==> src/rtl/rsg_pkg.sv <==
/*
  package of the reset scope and write guard block: register offsets,
  field positions, reset values and per-source initialization masks.
  assumes a 32-bit AHB-Lite bus with word-aligned registers.
*/
package rsg_pkg;

  // ==========================================================
  // register byte offsets
  localparam logic [9:0] OFF_RESET_STATUS_ONE   = 10'h000;
  localparam logic [9:0] OFF_WRITE_PROTECT_CTRL = 10'h004;
  localparam logic [9:0] OFF_SOFT_RESET         = 10'h008;
  localparam logic [9:0] OFF_CLOCK_CONTROL      = 10'h00c;
  localparam logic [9:0] OFF_VOLT_MON2_CTRL0    = 10'h010;
  localparam logic [9:0] OFF_VOLT_MON2_CTRL1    = 10'h014;
  localparam logic [9:0] OFF_VOLT_MON2_STATUS   = 10'h018;
  localparam logic [9:0] OFF_RTC_CONTROL        = 10'h01c;
  localparam logic [9:0] OFF_RESET_SOURCE       = 10'h020;
  localparam logic [9:0] OFF_BACKUP_BASE        = 10'h100;

  // ==========================================================
  // field positions
  localparam int BIT_COLD_WARM     = 0;
  localparam int BIT_PROTECT_ZERO  = 0;
  localparam int BIT_PROTECT_ONE   = 1;
  localparam int BIT_SOFT_RESET    = 0;
  localparam int BIT_HIGH_SPEED_INTERNAL_OSC_EN       = 4;
  localparam int BIT_MAIN_OSC_EN   = 5;
  localparam int BIT_PLL_EN        = 6;
  localparam int BIT_VMON2_DETECT  = 0;

  // clock source select codes
  localparam logic [1:0] CLK_SRC_LOW_SPEED_INTERNAL_OSC = 2'h0;
  localparam logic [1:0] CLK_SRC_HIGH_SPEED_INTERNAL_OSC = 2'h1;
  localparam logic [1:0] CLK_SRC_MAIN = 2'h2;
  localparam logic [1:0] CLK_SRC_PLL  = 2'h3;

  // ==========================================================
  // reset values
  localparam logic [7:0] RST_CLOCK_CONTROL = 8'h00;
  localparam logic [7:0] RST_VOLT_MON2     = 8'h00;
  localparam logic [7:0] RST_RTC_LOW       = 8'h0;
  localparam logic [1:0] RST_PROTECT       = 2'h0;

  // ==========================================================
  // reset source bit positions within the request vector
  localparam int SRC_PIN          = 0;
  localparam int SRC_VMON0        = 1;
  localparam int SRC_IWDT         = 2;
  localparam int SRC_WDT          = 3;
  localparam int SRC_VMON1        = 4;
  localparam int SRC_VMON2        = 5;
  localparam int SRC_DEEP_STANDBY = 6;
  localparam int SRC_SOFTWARE     = 7;
  localparam int NUM_SRC          = 8;

  // sources that initialize each register group
  localparam logic [7:0] SCOPE_ALL        = 8'hff;
  localparam logic [7:0] SCOPE_OSC_ENABLE = 8'hbf;
  localparam logic [7:0] SCOPE_VMON2_CTRL0 = 8'h1f;
  localparam logic [7:0] SCOPE_VMON2_CR1_SR = 8'h5f;

  // backup memory geometry
  localparam int BACKUP_DEPTH = 32;
  localparam int BACKUP_WIDTH = 8;

endpackage : rsg_pkg

==> src/rtl/rsg_top.sv <==
/*
  reset scope and write guard: cold/warm start flag, write protection,
  software reset, clock source after reset, per-source register init.
  assumes hresetn is the power-on reset and reset_req pulses are synchronous.
*/
// Implementation choices: the AHB-Lite interface to the registers and the address map.
// Operation
// - a power-on reset clears the cold/warm start flag to zero.
// - the flag survives all other resets and software may write one to it.
// - the software reset register accepts writes only while protect bit one is set.
// - clock generation registers accept writes only while protect bit zero or one is set.
// - after any reset the low-speed internal oscillator is the clock source and the pll is stopped; all but a deep standby reset stop the others too.
// - of the voltage monitor two registers, a deep standby reset initializes only control one and status.
// - real-time clock control keeps its contents except some bits every reset initializes; here a power-on reset clears all of it.
// - the deep-standby backup registers are never initialized by any reset.
`timescale 1ns/1ps
module rsg_top
  import rsg_pkg::*;
#(
  parameter int BK_DEPTH = BACKUP_DEPTH,
  parameter int BK_WIDTH = BACKUP_WIDTH
) (
  // clock and power-on reset
  input  wire logic                 hclk,
  input  wire logic                 hresetn,
  // ahb-lite slave
  input  wire logic                 hsel,
  input  wire logic [31:0]          haddr,
  input  wire logic [1:0]           htrans,
  input  wire logic                 hwrite,
  input  wire logic [2:0]           hsize,
  input  wire logic [31:0]          hwdata,
  input  wire logic                 hready,
  output logic                      hreadyout,
  output logic                      hresp,
  output logic      [31:0]          hrdata,
  // reset sources and monitor events
  input  wire logic [NUM_SRC-2:0]   reset_req,
  input  wire logic                 vmon2_detect,
  // clock generation controls
  output logic      [1:0]           clk_src_sel,
  output logic                      high_speed_internal_osc_en,
  output logic                      main_osc_en,
  output logic                      pll_en,
  // reset outputs
  output logic                      sw_reset_req,
  output logic                      system_reset
);

  localparam int AW = $clog2(BK_DEPTH);

  typedef enum logic {RSG_IDLE, RSG_WAIT} rsg_state_t;

  // ==========================================================
  // helpers
  function automatic logic in_scope(input logic [7:0] mask, input logic [7:0] src);
    in_scope = |(mask & src);
  endfunction

  function automatic logic is_backup(input logic [9:0] a);
    is_backup = (a >= OFF_BACKUP_BASE) && (a < OFF_BACKUP_BASE + 10'(BK_DEPTH * 4));
  endfunction

  // ==========================================================
  // state
  rsg_state_t        state, next_state;
  logic [9:0]        addr_q, next_addr_q;
  logic              write_q, next_write_q;
  logic              next_hreadyout;
  logic [31:0]       next_hrdata;
  logic              cold_warm_start_flag, next_cold_warm_start_flag;
  logic              protect_bit_zero, next_protect_bit_zero;
  logic              protect_bit_one, next_protect_bit_one;
  logic [1:0]        next_clk_src_sel;
  logic              next_high_speed_internal_osc_en, next_main_osc_en, next_pll_en;
  logic [7:0]        volt_mon2_control_zero, next_volt_mon2_control_zero;
  logic [7:0]        volt_mon2_control_one, next_volt_mon2_control_one;
  logic [7:0]        volt_mon2_status, next_volt_mon2_status;
  logic [7:0]        rtc_control, next_rtc_control;
  logic [7:0]        reset_source, next_reset_source;
  logic              next_sw_reset_req, next_system_reset;
  logic [7:0]        src;
  logic              accept, wr_now;
  logic [BK_WIDTH-1:0] bk_rdata;

  assign src    = {sw_reset_req, reset_req};
  assign accept = hsel && htrans[1] && hready && hreadyout;
  assign wr_now = (state == RSG_WAIT) && write_q;

  // ==========================================================
  // backup memory
  rsg_backup_mem #(
    .WIDTH (BK_WIDTH),
    .DEPTH (BK_DEPTH),
    .AW    (AW)
  ) u_backup (
    .hclk    (hclk),
    .rd_en   (accept),
    .rd_addr (haddr[AW+1:2]),
    .rd_data (bk_rdata),
    .wr_en   (wr_now && is_backup(addr_q)),
    .wr_addr (addr_q[AW+1:2]),
    .wr_data (hwdata[BK_WIDTH-1:0])
  );

  // ==========================================================
  // bus state and read data
  always_comb
  begin
    next_state     = state;
    next_addr_q    = addr_q;
    next_write_q   = write_q;
    next_hreadyout = hreadyout;
    next_hrdata    = hrdata;
    unique case (state)
      RSG_IDLE:
      begin
        if (accept)
        begin
          next_state     = RSG_WAIT;
          next_addr_q    = haddr[9:0];
          next_write_q   = hwrite;
          next_hreadyout = 1'b0;
        end
      end
      RSG_WAIT:
      begin
        next_state     = RSG_IDLE;
        next_hreadyout = 1'b1;
        next_hrdata    = 32'h0;
        if (!write_q)
        begin
          if (is_backup(addr_q))
          begin
            next_hrdata[BK_WIDTH-1:0] = bk_rdata;
          end
          else
          begin
            unique case (addr_q)
              OFF_RESET_STATUS_ONE:   next_hrdata[BIT_COLD_WARM] = cold_warm_start_flag;
              OFF_WRITE_PROTECT_CTRL: next_hrdata[1:0] = {protect_bit_one, protect_bit_zero};
              OFF_CLOCK_CONTROL:
                next_hrdata[7:0] = {1'b0, pll_en, main_osc_en, high_speed_internal_osc_en, 2'h0, clk_src_sel};
              OFF_VOLT_MON2_CTRL0:    next_hrdata[7:0] = volt_mon2_control_zero;
              OFF_VOLT_MON2_CTRL1:    next_hrdata[7:0] = volt_mon2_control_one;
              OFF_VOLT_MON2_STATUS:   next_hrdata[7:0] = volt_mon2_status;
              OFF_RTC_CONTROL:        next_hrdata[7:0] = rtc_control;
              OFF_RESET_SOURCE:       next_hrdata[7:0] = reset_source;
              default:                next_hrdata = 32'h0;
            endcase
          end
        end
      end
    endcase
  end

  always_ff @(posedge hclk or negedge hresetn)
  begin
    if (!hresetn)
    begin
      state     <= RSG_IDLE;
      addr_q    <= 10'h0;
      write_q   <= 1'b0;
      hreadyout <= 1'b1;
      hrdata    <= 32'h0;
      hresp     <= 1'b0;
    end
    else
    begin
      state     <= next_state;
      addr_q    <= next_addr_q;
      write_q   <= next_write_q;
      hreadyout <= next_hreadyout;
      hrdata    <= next_hrdata;
      hresp     <= 1'b0;
    end
  end

  // ==========================================================
  // control registers and reset scopes
  always_comb
  begin
    next_cold_warm_start_flag   = cold_warm_start_flag;
    next_protect_bit_zero       = protect_bit_zero;
    next_protect_bit_one        = protect_bit_one;
    next_clk_src_sel            = clk_src_sel;
    next_high_speed_internal_osc_en                = high_speed_internal_osc_en;
    next_main_osc_en            = main_osc_en;
    next_pll_en                 = pll_en;
    next_volt_mon2_control_zero = volt_mon2_control_zero;
    next_volt_mon2_control_one  = volt_mon2_control_one;
    next_volt_mon2_status       = volt_mon2_status;
    next_rtc_control            = rtc_control;
    next_reset_source           = reset_source;
    next_sw_reset_req           = 1'b0;
    next_system_reset           = |src;
    if (|src)
    begin
      // flag untouched by any source here, only hresetn clears it
      next_reset_source     = src;
      next_protect_bit_zero = RST_PROTECT[0];
      next_protect_bit_one  = RST_PROTECT[1];
      next_clk_src_sel      = CLK_SRC_LOW_SPEED_INTERNAL_OSC;
      next_pll_en           = 1'b0;
      if (in_scope(SCOPE_OSC_ENABLE, src))
      begin
        next_high_speed_internal_osc_en     = 1'b0;
        next_main_osc_en = 1'b0;
      end
      if (in_scope(SCOPE_VMON2_CTRL0, src))
      begin
        next_volt_mon2_control_zero = RST_VOLT_MON2;
      end
      if (in_scope(SCOPE_VMON2_CR1_SR, src))
      begin
        next_volt_mon2_control_one = RST_VOLT_MON2;
        next_volt_mon2_status      = RST_VOLT_MON2;
      end
      next_rtc_control[3:0] = RST_RTC_LOW[3:0];
    end
    else
    begin
      if (wr_now)
      begin
        unique case (addr_q)
          OFF_RESET_STATUS_ONE:
            if (hwdata[BIT_COLD_WARM])
            begin
              next_cold_warm_start_flag = 1'b1;
            end
          OFF_WRITE_PROTECT_CTRL:
          begin
            next_protect_bit_zero = hwdata[BIT_PROTECT_ZERO];
            next_protect_bit_one  = hwdata[BIT_PROTECT_ONE];
          end
          OFF_SOFT_RESET:
            if (protect_bit_one && hwdata[BIT_SOFT_RESET])
            begin
              next_sw_reset_req = 1'b1;
            end
          OFF_CLOCK_CONTROL:
            if (protect_bit_zero || protect_bit_one)
            begin
              next_clk_src_sel = hwdata[1:0];
              next_high_speed_internal_osc_en     = hwdata[BIT_HIGH_SPEED_INTERNAL_OSC_EN];
              next_main_osc_en = hwdata[BIT_MAIN_OSC_EN];
              next_pll_en      = hwdata[BIT_PLL_EN];
            end
          OFF_VOLT_MON2_CTRL0:  next_volt_mon2_control_zero = hwdata[7:0];
          OFF_VOLT_MON2_CTRL1:  next_volt_mon2_control_one  = hwdata[7:0];
          OFF_VOLT_MON2_STATUS: next_volt_mon2_status       = hwdata[7:0];
          OFF_RTC_CONTROL:      next_rtc_control            = hwdata[7:0];
          default:
          begin
          end
        endcase
      end
      // detection set wins over a software clear
      if (vmon2_detect)
      begin
        next_volt_mon2_status[BIT_VMON2_DETECT] = 1'b1;
      end
    end
  end

  always_ff @(posedge hclk or negedge hresetn)
  begin
    if (!hresetn)
    begin
      cold_warm_start_flag   <= 1'b0;
      protect_bit_zero       <= RST_PROTECT[0];
      protect_bit_one        <= RST_PROTECT[1];
      clk_src_sel            <= CLK_SRC_LOW_SPEED_INTERNAL_OSC;
      high_speed_internal_osc_en                <= RST_CLOCK_CONTROL[BIT_HIGH_SPEED_INTERNAL_OSC_EN];
      main_osc_en            <= RST_CLOCK_CONTROL[BIT_MAIN_OSC_EN];
      pll_en                 <= RST_CLOCK_CONTROL[BIT_PLL_EN];
      volt_mon2_control_zero <= RST_VOLT_MON2;
      volt_mon2_control_one  <= RST_VOLT_MON2;
      volt_mon2_status       <= RST_VOLT_MON2;
      rtc_control            <= 8'h00;
      reset_source           <= 8'h00;
      sw_reset_req           <= 1'b0;
      system_reset           <= 1'b0;
    end
    else
    begin
      cold_warm_start_flag   <= next_cold_warm_start_flag;
      protect_bit_zero       <= next_protect_bit_zero;
      protect_bit_one        <= next_protect_bit_one;
      clk_src_sel            <= next_clk_src_sel;
      high_speed_internal_osc_en                <= next_high_speed_internal_osc_en;
      main_osc_en            <= next_main_osc_en;
      pll_en                 <= next_pll_en;
      volt_mon2_control_zero <= next_volt_mon2_control_zero;
      volt_mon2_control_one  <= next_volt_mon2_control_one;
      volt_mon2_status       <= next_volt_mon2_status;
      rtc_control            <= next_rtc_control;
      reset_source           <= next_reset_source;
      sw_reset_req           <= next_sw_reset_req;
      system_reset           <= next_system_reset;
    end
  end

endmodule // rsg_top

==> src/rtl/rsg_backup_mem.sv <==
/*
  deep-standby backup memory: a small array with a registered read port.
  assumes one clock; the array has no reset so contents survive every reset.
*/
`timescale 1ns/1ps
module rsg_backup_mem #(
  parameter int WIDTH = 8,
  parameter int DEPTH = 32,
  parameter int AW    = $clog2(DEPTH)
) (
  // clock
  input  wire logic             hclk,
  // read port
  input  wire logic             rd_en,
  input  wire logic [AW-1:0]    rd_addr,
  output logic      [WIDTH-1:0] rd_data,
  // write port
  input  wire logic             wr_en,
  input  wire logic [AW-1:0]    wr_addr,
  input  wire logic [WIDTH-1:0] wr_data
);

  // ==========================================================
  // storage, never initialized
  logic [WIDTH-1:0] mem [DEPTH];

  always_ff @(posedge hclk)
  begin
    if (wr_en)
    begin
      mem[wr_addr] <= wr_data;
    end
    if (rd_en)
    begin
      rd_data <= mem[rd_addr];
    end
  end

endmodule // rsg_backup_mem

==> config.mk <==
export PLATFORM = sky130hd
export DESIGN_NAME = rsg_top
export DESIGN_NICKNAME = d
export VERILOG_FILES = /design/src/rtl/rsg_pkg.sv /design/src/rtl/rsg_top.sv /design/src/rtl/rsg_backup_mem.sv
export SDC_FILE = /design/constraint.sdc
export NUM_CORES = 1
export LEC_CHECK = 0
export BUFFER_PORTS_ARGS = -buffer_cell sky130_fd_sc_hd__clkbuf_2
export CAP_MARGIN = 10
export CORE_ASPECT_RATIO = 1.75
export CORE_MARGIN = 10
export CORE_UTILIZATION = 30
export CTS_BUF_LIST = sky130_fd_sc_hd__clkbuf_8
export CTS_CLUSTER_DIAMETER = 60
export DETAILED_ROUTE_END_ITERATION = 12
export PLACE_DENSITY = 0.46
export SYNTH_ARGS = -nofsm -noshare
export SYNTH_HDL_FRONTEND = slang
export SYNTH_SLANG_ARGS = --single-unit
==> constraint.sdc <==
create_clock -name hclk -period 3.6 [get_ports hclk]
set_input_delay 0.72 -clock hclk [delete_from_list [all_inputs] [get_ports hclk]]
set_output_delay 0.72 -clock hclk [all_outputs]
set_load 0.03 [all_outputs]
; ---- Word level (Yosys, flattened, before mapping)
; Memories as Yosys holds them, arrays and structs flattened. A register that Yosys moved wholly into a read port is not among the register bits.
; Cells that the tools add are included.
[op_classes]
n_mux = 53
eq_ne = 12
bitwise_logic = 2
magnitude_cmp = 2
n_reduce_logical = 34
[op_table]
columns = cell, count
row1 = 2-to-1 mux 8 bit, 13
row2 = equality test 10 x 5 -> 1 bit (second input constant), 4
row3 = case mux 6 bit (6 select lines), 1
row4 = 2-to-1 mux 1 bit, 28
row5 = equality test 10 x 4 -> 1 bit (second input constant), 2
row6 = AND reduction 3 bit, 6
row7 = nonzero test 2 bit, 8
row8 = 2-to-1 mux 4 bit, 3
row9 = equality test 10 x 3 -> 1 bit (second input constant), 1
row10 = equality test 10 x 6 -> 1 bit (second input constant), 1
row11 = greater-or-equal comparator 10 x 9 -> 1 bit (second input constant), 1
row12 = zero test 10 bit, 1
row13 = < comparator 10 x 9 -> 1 bit (second input constant), 1
row14 = 2-to-1 mux 2 bit, 4
row15 = case mux 1 bit (8 select lines), 1
row16 = AND reduction 4 bit, 2
row17 = OR reduction 8 bit, 1
row18 = logical AND 1 bit, 7
row19 = case mux 1 bit (7 select lines), 1
row20 = OR reduction 7 bit, 1
row21 = inequality test 2 x 1 -> 1 bit (second input constant), 3
row22 = AND reduction 2 bit, 3
row23 = nonzero test 3 bit, 2
row24 = OR reduction 6 bit, 1
row25 = other kinds (5), 7
[totals]
ff_bits = 95
wordCells = 125
n_memories = 1
ramBits = 256
inputBits = 82
output_inout_bits = 41
[memory_table]
columns = name, words, word_bits, read_ports, rd_ports_with_merged_regs, write_ports, line
row1 = u_backup.mem, 32, 8, 1, 1, 1, rsg_backup_mem.sv:25  ; logic [WIDTH-1:0] mem [DEPTH];

; ---- Logic depth before layout (Yosys ltp)
; Gate-level depths: netlist of run 1.
[logic_depth]
depth_word = 5
mapped_depth = 7
depth_no_buf = 5

; ---- By module
; From an unflattened synthesis of run 1, not the netlist that was laid out.
[hier_totals]
hier_cells = 766
area_unflattened_um2 = 13767.0
[modules_own_cells]
columns = mod, n_inst, cells_each, area_each_um2
row1 = rsg_backup_mem, 1, 417, 10133.5
row2 = rsg_top, 1, 349, 3633.5

; ---- Worst setup path after synthesis of run 1
; No wires, ideal clock.
[synth_path]
kind = in2reg
from = in reset_req[4]
to = reg rtc_control[4]
t_required_ns = 3.475
setup_slack_ns = 0.982
t_arrival_ns = 2.493
path_buffers = 1
cell_stages = 6
path_cell_list = or4_1 > nor4_1 > inv_1 > or2_1 > buf_6 > mux2_4
[synth_via]
elab_chain_len = 3
[synth_rtl]
columns = element, line
row1 = "start, declared", rsg_top.sv:38  ; input wire logic [NUM_SRC-2:0] reset_req,
row2 = OR reduction 8 bit, rsg_top.sv:197  ; if (|src)
row3 = inverter 1 bit (no source line), -
row4 = AND reduction 3 bit (no source line), -
row5 = "end signal, assigned", rsg_top.sv:297  ; rtc_control <= next_rtc_control;
row6 = "end, declared", rsg_top.sv:79  ; logic [7:0] rtc_control, next_rtc_control;
; No other way between the ends.
; A chain may end at the register's enable or synchronous reset.

; ---- Final worst setup path of run 1
[layout_path]
from = reg addr_q[7]
to = reg rtc_control[6]
[layout_via]
elab_chain_len = 2
[layout_rtl]
columns = element, line
row1 = "start, declared", rsg_top.sv:67  ; logic [9:0] addr_q, next_addr_q;
row2 = "start signal, assigned", rsg_top.sv:171  ; addr_q <= next_addr_q;
row3 = equality test 10 x 5 -> 1 bit, rsg_top.sv:225  ; unique case (addr_q)
row4 = AND reduction 3 bit (no source line), -
; No other way between the ends.

==> results.sh, run 1 <==
export IMPL_area_growth_pct=14.6
export IMPL_fmax_ghz=0.366
export IMPL_cp_max_fo=16
export IMPL_maxCapViolCount=0
export IMPL_maxSlewViolCount=0
export IMPL_htree_levels=2
export IMPL_syn_inst=791
export IMPL_power_frac_seq_pct=53.6
export IMPL_dr_pass1_iters=4
export IMPL_cts_buffers=49
export IMPL_rows=103
export IMPL_slew_headroom_pct=29.0
export IMPL_nets=976
export IMPL_gr_usage_all_layers_pct=13.1
export IMPL_multi_input_area_mm2=0.00370
export IMPL_leakagePower_nw=5.47
export IMPL_drtAntennaViolNets=0
export IMPL_p_sw_mw=2.17
export IMPL_die_y_um=303
export IMPL_powerDensity_mw_per_mm2=518
export IMPL_dp_hpwl_um=24600
export IMPL_post_cts_setup_buffer_count=0
export IMPL_clk_pin_slew_ps=70
export IMPL_seqCellArea_mm2=0.00971
export IMPL_netlist_area_mm2=0.0137
export IMPL_antenna_found_initial=4
export IMPL_grt_pass1_wl_um=54300
export IMPL_ir_worst_vdd_mv=0.268
export IMPL_r2r_start="addr_q[7]$_DFFE_PN0P_"
export IMPL_die_area_mm2=0.0550
export IMPL_yosysWarningCount=0
export IMPL_layout_commonest_cell="edfxtp_1"
export IMPL_synth_avg_cell_area_um2=17.4
export IMPL_grt_max_degree=72
export IMPL_ys_types=61
export IMPL_coreArea_mm2=0.0452
export IMPL_rsz0062_at_grt="no"
export IMPL_grt_overflow=0
export IMPL_ctsHoldBuffers=0
export IMPL_layout_min_cycle_time_ps=2730
export IMPL_grt_pass1_vias=8031
export IMPL_pwr_share_comb_pct=10.8
export IMPL_ctsResizeCount=0
export IMPL_synth_edf_count=264
export IMPL_routed_wl_um=36300
export IMPL_routed_wire_length_per_instance_um=24.1
export IMPL_power_share_clock_pct=35.6
export IMPL_die_x_um=182
export IMPL_final_cell_mix="edfxtp_1, dfrtp_1, mux4_2, clkbuf_8, buf_4"
export IMPL_drcViolationCount=0
export IMPL_numPortBuffers=47
export IMPL_gp_congestion=0.847
export IMPL_r2r_slack_ps=870
export IMPL_skew_ps=25.0
export IMPL_drt_initial_drc_count=547
export IMPL_vias=7409
export IMPL_synth_ff_type="edfxtp_1"
export IMPL_path_class="flip-flop to flip-flop"
export IMPL_start_util_pct=30.3
export IMPL_async_reset_ff_share_pct=21.2
export IMPL_end_kind="flip-flop"
export IMPL_insertion_delay_ps=600
export IMPL_tightest_slew_ps=1060
export IMPL_io_pins=123
export IMPL_switching_share_pct=26.7
export IMPL_cts_max_path_buffers=3
export IMPL_reg2reg_to="rtc_control[6]$_DFFE_PN0P_"
export IMPL_ff2ff_path_depth=4
export IMPL_power_mw=8.14
export IMPL_fin_crit_sh_pct=75.9
export IMPL_hp_class="input pin to asynchronous set/reset pin"
export IMPL_cp_required_ps=4060
export IMPL_drive_gt1_share_pct=29.5
export IMPL_clkSinkCount=335
export IMPL_n_fill_cell=4296
export IMPL_cts_root_buf="clkbuf_8"
export IMPL_start_kind="flip-flop"
export IMPL_setup_tns_ps=0
export IMPL_synth_seq_cells=335
export IMPL_cts_tree="done"
export IMPL_p_int_mw=5.97
export IMPL_outcome="completed"
export IMPL_hold_violations=0
export IMPL_yosysSeqAreaShare_pct=70.7
export IMPL_via_per_inst=4.91
export IMPL_arrival_ps=3190
export IMPL_finalSetupViolCount=0
[synthesized netlist by cell type, drive strengths merged, types with 11 or more instances]
library cell / n / share of area (%)
buf: 43 / 2.0
clkbuf: 26 / 0.71
edfxtp: 264 / 58
dfrtp: 70 / 13
nand3: 16 / 0.58
nand2: 23 / 0.63
mux2i: 13 / 0.95
mux4: 67 / 11
nor4: 16 / 0.77
nor2: 46 / 1.3
mux2: 29 / 2.5
o22ai: 32 / 1.5
nor3: 11 / 0.40
a21oi: 11 / 0.40
[logic make-up (layout without fill, tap and decap cells)]
family,after synthesis,count (layout),synth area share (%)
flip-flops,335,335,70.7
buffers and inverters,79,193,3.03
multiplexers,109,109,14.4
AO/OA/AOI/OAI,98,98,5.08
AND/OR/NAND/NOR,169,169,6.73
other,1,27,0.0273
[worst max-delay path by stage]
stage | startpoint | endpoint | slack, ps
6_report | addr_q[7]$_DFFE_PN0P_ | rtc_control[6]$_DFFE_PN0P_ | 870
5_1_grt | addr_q[7]$_DFFE_PN0P_ | volt_mon2_status[6]$_DFFE_PN0P_ | 730
4_1_cts | addr_q[7]$_DFFE_PN0P_ | volt_mon2_status[1]$_DFFE_PN0P_ | 820
3_3_place_gp | reset_req[4] | volt_mon2_status[3]$_DFFE_PN0P_ | 800
2_1_floorplan | reset_req[4] | rtc_control[4]$_DFFE_PN0P_ | 980
3_5_place_dp | reset_req[4] | volt_mon2_control_one[3]$_DFFE_PN0P_ | 810
[final cells by class]
type | count | share of cell area [%]
clock buffer | 52 | 4.55
inverter | 10 | 0.239
multi-input combinational | 401 | 23.5
timing repair buffer | 97 | 4.15
clock inverter | 34 | 1.17
tap | 577 | 4.59
antenna | 2 | 0.0318
sequential | 335 | 61.7
[per-layer routing]
layer / GRT usage [%] / up-vias / routed length (um)
li1: - / 3321 / -
met1: 14.0 / 3792 / 13500
met2: 24.2 / 219 / 19600
met3: 2.66 / 73 / 1830
met4: 6.26 / 4 / 1360
met5: 0 / - / 27
[power groups by stage]
| stage | clock [mW] | sequential, mW | combinational [mW] |
|---|---|---|---|
| 3_5_place_dp | 0 | 4.45 | 0.888 |
| 3_3_place_gp | 0 | 4.45 | 0.886 |
| 2_1_floorplan | 0 | 4.43 | 0.552 |
| 4_1_cts | 3.00 | 4.37 | 0.893 |
| 5_1_grt | 3.14 | 4.38 | 0.955 |
| 6_report | 2.90 | 4.37 | 0.882 |
[stage by stage]
step                      instance area (um^2)  cells  setup WS [ps]  utilization, %  hold WS [ps]
after floorplan                          13800    815            982               -           424
after global placement                   14800   1420            797            32.8           457
after detailed placement                 14800   1420            806            32.8           465
after CTS                                15700   1506            823            34.7           271
after global routing                     15700   1508            731            34.8           315
final                                    15700   1508            868            34.8           244
[registers in the layout, indices dropped and copies added (netlist names), 2 cells and up]
| signal | flops |
|---|---|
| u_backup.mem | 256 |
| addr_q | 10 |
| hrdata | 8 |
| reset_source | 8 |
| rtc_control | 8 |
| u_backup.rd_data | 8 |
| volt_mon2_control_one | 8 |
| volt_mon2_control_zero | 8 |
| volt_mon2_status | 8 |
| clk_src_sel | 2 |
[worst max-delay path: stages, from the launching register on]
cell,delay (ps)
dfrtp_1,420
or4_1,820
or4_4,670
or2_1,350
mux2_4,330
(Power assumes the default switching activity.)
==> inputs of run 2 (changes only) <==
==> constraint.sdc (replaced) <==
create_clock -name hclk -period 2.68 [get_ports hclk]
set_input_delay 0.536 -clock hclk [delete_from_list [all_inputs] [get_ports hclk]]
set_output_delay 0.536 -clock hclk [all_outputs]
set_load 0.03 [all_outputs]
==> run 2 against run 1 <==
Against the previous run: sequential share of layout area down 1.2 points; critical path type unchanged; non-clock buffer count up 39; combinational power rose by 49%; sequential cell count stayed put.
==> results.sh, run 2 (same netlist as run 1, synthesis figures left out) <==
export IMPL_htree_levels=2
export IMPL_grt_max_degree=72
export IMPL_die_y_um=303
export IMPL_fin_hold_ws_ps=157
export IMPL_start_util_pct=30.3
export IMPL_n_fill_cell=4250
export IMPL_hold_violations=0
export IMPL_powerDensity_mw_per_mm2=685
export IMPL_dp_hpwl_um=25600
export IMPL_routed_wire_length_per_instance_um=23.6
export IMPL_insertion_delay_ps=610
export IMPL_reg_top3="u_backup.mem x256, addr_q x10"
export IMPL_arrival_ps=2770
export IMPL_fin_crit_sh_pct=92.1
export IMPL_cts_root_buf="clkbuf_8"
export IMPL_end_kind="flip-flop"
export IMPL_coreArea_mm2=0.0452
export IMPL_io_pins=123
export IMPL_routed_wl_um=36600
export IMPL_clkSinkCount=335
export IMPL_layout_min_cycle_time_ps=2470
export IMPL_leakagePower_nw=5.69
export IMPL_maxCapViolCount=0
export IMPL_skew_ps=24.7
export IMPL_hp_class="input pin to flip-flop"
export IMPL_antenna_found_initial=5
export IMPL_cts_max_path_buffers=3
export IMPL_grt_overflow=0
export IMPL_area_growth_pct=16.8
export IMPL_ir_worst_vdd_mv=0.328
export IMPL_final_area_mm2=0.0160
export IMPL_post_cts_setup_buffer_count=0
export IMPL_setup_tns_ps=0
export IMPL_tightest_slew_ps=873
export IMPL_drcViolationCount=0
export IMPL_r2r_slack_ps=210
export IMPL_cp_max_fo=8
export IMPL_placed_cell_area_mm2=0.0151
export IMPL_ctsResizeCount=0
export IMPL_dp_cells=1458
export IMPL_finalSetupViolCount=0
export IMPL_clk_pin_slew_ps=60
export IMPL_dr_pass1_iters=5
export IMPL_nets=1015
export IMPL_rows=103
export IMPL_rsz0062_at_grt="no"
export IMPL_cts_buffers=49
export IMPL_drt_initial_drc_count=507
export IMPL_gr_usage_all_layers_pct=13.2
export IMPL_start_kind="flip-flop"
export IMPL_regMostFlops="u_backup.mem"
export IMPL_slew_headroom_pct=41.8
export IMPL_path_class="flip-flop to flip-flop"
export IMPL_drtAntennaViolNets=0
export IMPL_grt_pass1_vias=8247
export IMPL_fmax_ghz=0.405
export IMPL_cp_required_ps=2980
export IMPL_die_x_um=182
export IMPL_via_per_inst=4.91
export IMPL_drive_gt1_share_pct=31.3
export IMPL_numPortBuffers=47
export IMPL_outcome="completed"
export IMPL_largest_reg_flops=256
export IMPL_cts_tree="done"
export IMPL_layout_commonest_cell="edfxtp_1"
export IMPL_vias=7607
export IMPL_final_cell_mix="edfxtp_1, buf_4, dfrtp_1, mux4_2, clkbuf_8"
export IMPL_fin_cells=1550
export IMPL_die_area_mm2=0.0550
export IMPL_maxSlewViolCount=0
export IMPL_ctsHoldBuffers=1
export IMPL_gp_congestion=0.830
export IMPL_power_mw=11.0
export IMPL_grt_pass1_wl_um=54600
-- run 2: power breakdown --
group / switching (mW) / internal [mW] / leakage, nW
clock: 1.97 / 1.87 / 0.517
combinational: 0.833 / 0.473 / 1.86
sequential: 0.117 / 5.73 / 3.31
total: 2.92 / 8.06 / 5.69
-- run 2: layer usage --
metal  wire [um]  global-route usage [%]  vias up
met4        1130                    5.48        6
li1            -                       -     3405
met5          34                       0        -
met3        1720                    2.71       64
met1       13400                    13.8     3917
met2       20400                    25.0      215
-- run 2: area by class of cell --
type | instances | area, um^2 | share of cell area, %
Clock buffer | 51 | 702 | 4.38
Tap cell | 577 | 722 | 4.50
Timing Repair Buffer | 136 | 973 | 6.07
Antenna cell | 2 | 5.00 | 0.0312
Multi-Input combinational cell | 401 | 3700 | 23.1
Sequential cell | 335 | 9710 | 60.5
Clock inverter | 38 | 191 | 1.19
Inverter | 10 | 37.5 | 0.234
-- run 2: critical path: stages, from the launching register on --
cell and delay (ps):
dfrtp_1 420, or3b_2 590, or3_1 660, nor3_1 280, buf_4 220
-- run 2: worst paths after layout --
kind                                  startpoint                           end  depth (start not counted)
hold reg to reg            hreadyout$_DFFE_PN1P_         hreadyout$_DFFE_PN1P_                          2
hold / removal                      reset_req[2]   reset_source[2]$_DFFE_PN0P_                          2
max in group asynchronous                hresetn        system_reset$_DFF_PN0_                          3
setup / recovery           addr_q[7]$_DFFE_PN0P_  u_backup.mem[5][5]$_DFFE_PP_                          4
min in group asynchronous                hresetn         hrdata[2]$_DFFE_PN0P_                          3
setup reg to reg           addr_q[7]$_DFFE_PN0P_  u_backup.mem[5][5]$_DFFE_PP_                          4
-- run 2: metrics by stage --
stage,utilization [%],setup WS [ps]
after floorplan,-,124
after global placement,33.4,240
after detailed placement,33.4,213
after CTS,35.4,210
after global routing,35.5,163
final,35.5,211
==> inputs of run 3 (changes only) <==
--- a/config.mk
+++ b/config.mk
@@ -5,6 +5,7 @@
 export SDC_FILE = /design/constraint.sdc
 export NUM_CORES = 1
 export LEC_CHECK = 0
+export ABC_AREA = 1
 export BUFFER_PORTS_ARGS = -buffer_cell sky130_fd_sc_hd__clkbuf_2
 export CAP_MARGIN = 10
 export CORE_ASPECT_RATIO = 1.75
==> run 3 against run 2 <==
Against the previous run: sequential power is 2% higher; global-route usage is 1.8 points higher; non-clock buffer count is 12 lower; critical path depth is 3 higher; wire length is 16% higher; design area is 2.6% higher; setup slack better by 210 ps; clock-buffer cell count is 5 higher; synthesized cell count is 70% higher; die area is 3.1% higher; clock skew is 0.92 ps lower; sequential share of layout area is 1.5 points lower.
==> results.sh, run 3 <==
export IMPL_setup_tns_ps=0
export IMPL_hold_violations=0
export IMPL_syn_inst=1342
export IMPL_numPortBuffers=47
export IMPL_crit_chain="nor3_4, inv_1, nor2_1, nand2_1, buf_4, nor2_1, buf_4"
export IMPL_pre_cts_ws_ps=373
export IMPL_vias=9817
export IMPL_synth_common_cells="nand2_1, edfxtp_1, nand3_1"
export IMPL_path_class="flip-flop to flip-flop"
export IMPL_layout_min_cycle_time_ps=2260
export IMPL_insertion_delay_ps=620
export IMPL_cts_buffers=53
export IMPL_tightest_slew_ps=948
export IMPL_skew_ps=23.7
export IMPL_cts_tree="done"
export IMPL_fin_ws_ps=420
export IMPL_drt_initial_drc_count=610
export IMPL_synth_avg_cell_area_um2=10.6
export IMPL_maxCapViolCount=0
export IMPL_fmax_ghz=0.443
export IMPL_clkSinkCount=335
export IMPL_die_y_um=308
export IMPL_cts_root_buf="clkbuf_8"
export IMPL_grt_max_degree=72
export IMPL_fin_util_pct=35.1
export IMPL_hp_class="input pin to asynchronous set/reset pin"
export IMPL_worst_path_buf_inv=3
export IMPL_die_area_mm2=0.0567
export IMPL_rows=105
export IMPL_async_reset_ff_share_pct=21.2
export IMPL_ir_worst_vdd_mv=0.307
export IMPL_yosysTopAreaCell="edfxtp_1"
export IMPL_start_kind="flip-flop"
export IMPL_io_pins=123
export IMPL_dr_pass1_iters=5
export IMPL_maxSlewViolCount=0
export IMPL_area_growth_pct=16.0
export IMPL_coreArea_mm2=0.0469
export IMPL_synth_most_common_cell="nand2_1"
export IMPL_reg_top3="u_backup.mem x256, addr_q x10"
export IMPL_netlist_area_mm2=0.0142
export IMPL_arrival_ps=2560
export IMPL_slew_headroom_pct=36.8
export IMPL_final_cell_mix="nand2_1, edfxtp_1, nand3_1, nor2_1, buf_4"
export IMPL_ctsResizeCount=0
export IMPL_fin_crit_sh_pct=84.3
export IMPL_crit_path_max_incr_delay_ps=440
export IMPL_powerDensity_mw_per_mm2=698
export IMPL_cp_max_fo=8
export IMPL_critPathSlowestCell="dfrtp_1"
export IMPL_leakagePower_nw=6.58
export IMPL_start_util_pct=30.2
export IMPL_grt_overflow=0
export IMPL_htree_levels=2
export IMPL_ys_types=31
export IMPL_end_kind="flip-flop"
export IMPL_drive_gt1_share_pct=15.0
export IMPL_clk_pin_slew_ps=60
export IMPL_yosys_top_cells_area="edfxtp_1, dfrtp_1, nand2_1"
export IMPL_grt_pass1_vias=10100
export IMPL_yosysSeqAreaShare_pct=68.4
export IMPL_largest_reg_flops=256
export IMPL_regMostFlops="u_backup.mem"
export IMPL_die_x_um=184
export IMPL_finalSetupViolCount=0
export IMPL_cp_required_ps=2980
export IMPL_yosysWarningCount=0
export IMPL_gp_congestion=0.848
export IMPL_synth_seq_cells=335
export IMPL_layout_commonest_cell="nand2_1"
export IMPL_synth_edf_count=264
export IMPL_ctsHoldBuffers=0
export IMPL_gr_usage_all_layers_pct=15.0
export IMPL_routed_wire_length_per_instance_um=20.4
export IMPL_antenna_found_initial=2
export IMPL_crit_family="simple AND/OR/NAND/NOR gates"
export IMPL_drcViolationCount=0
export IMPL_routed_wl_um=42600
export IMPL_cts_max_path_buffers=3
export IMPL_dp_hpwl_um=28800
export IMPL_drtAntennaViolNets=0
export IMPL_grt_pass1_wl_um=63700
export IMPL_outcome="completed"
export IMPL_post_cts_setup_buffer_count=0
export IMPL_yosysTopAreaCellShare_pct=55.9
export IMPL_via_per_inst=4.70
export IMPL_synth_ff_type="edfxtp_1"
export IMPL_rsz0062_at_grt="no"
export IMPL_nets=1543
[run 3: changes by cell type after synthesis, sizes merged, moves of 32 or more]
cell   before  now
nor2       46   83
o21ai      10   55
nand2      23  467
nand3      16  201
mux4       67    0
inv        10   47
a21oi      11   49
o22ai      32    0
[run 3: metal layers]
layer  part of all wire [%]  vias to the layer above  GRT usage [%]
li1                       -                     4760              -
met2                     56                      209           28.8
met3                    3.7                       76           2.24
met5                  0.031                        -              0
met1                     37                     4770           15.6
met4                    3.6                        2           6.29
[run 3: logic make-up after synthesis]
logic type | after synthesis | synth area share, %
buffers and inverters | 133 | 4.43
AND/OR/NAND/NOR | 759 | 22.7
other | 1 | 0.0264
AO/OA/AOI/OAI | 114 | 4.45
flip-flops | 335 | 68.4
[run 3: cell type report]
| type | instances | area, um^2 |
|---|---|---|
| Antenna cell | 1 | 2.50 |
| Timing Repair Buffer | 124 | 906 |
| Tap cell | 588 | 736 |
| Sequential cell | 335 | 9710 |
| Clock buffer | 56 | 771 |
| Clock inverter | 39 | 201 |
| Fill cell | 4680 | 30500 |
| Multi-Input combinational cell | 898 | 3940 |
| Inverter | 49 | 186 |
[run 3: final timing paths]
check	end	start	slack (ps)	cells after the start
max	u_backup.mem[16][2]$_DFFE_PP_	addr_q[7]$_DFFE_PN0P_	420	7
min	system_reset$_DFF_PN0_	hresetn	70	1
max reg2reg	u_backup.mem[16][2]$_DFFE_PP_	addr_q[7]$_DFFE_PN0P_	420	7
min reg2reg	volt_mon2_status[0]$_DFFE_PN0P_	volt_mon2_status[0]$_DFFE_PN0P_	480	2
max in group asynchronous	volt_mon2_control_zero[2]$_DFFE_PN0P_	hresetn	1990	1
min in group hclk	reset_source[1]$_DFFE_PN0P_	reset_req[1]	150	3
[run 3: per-stage QoR]
| step | cell area (um^2) | cells | hold slack (ps) | power [mW] |
|---|---|---|---|---|
| 3_5_place_dp | 15500 | 1994 | 464 | 7.52 |
| 5_1_grt | 16500 | 2090 | 145 | 12.0 |
| 2_1_floorplan | 14300 | 1366 | 240 | 6.92 |
| 3_3_place_gp | 15500 | 1994 | 460 | 7.50 |
| 6_report | 16500 | 2090 | 68.3 | 11.5 |
| 4_1_cts | 16400 | 2089 | 85.2 | 11.7 |
[run 3: power breakdown]
group	leakage [nW]	switching, mW	internal, mW
logic	2.69	1.08	0.367
clock network	0.569	2.07	2.03
registers	3.32	0.159	5.77
total	6.58	3.31	8.17
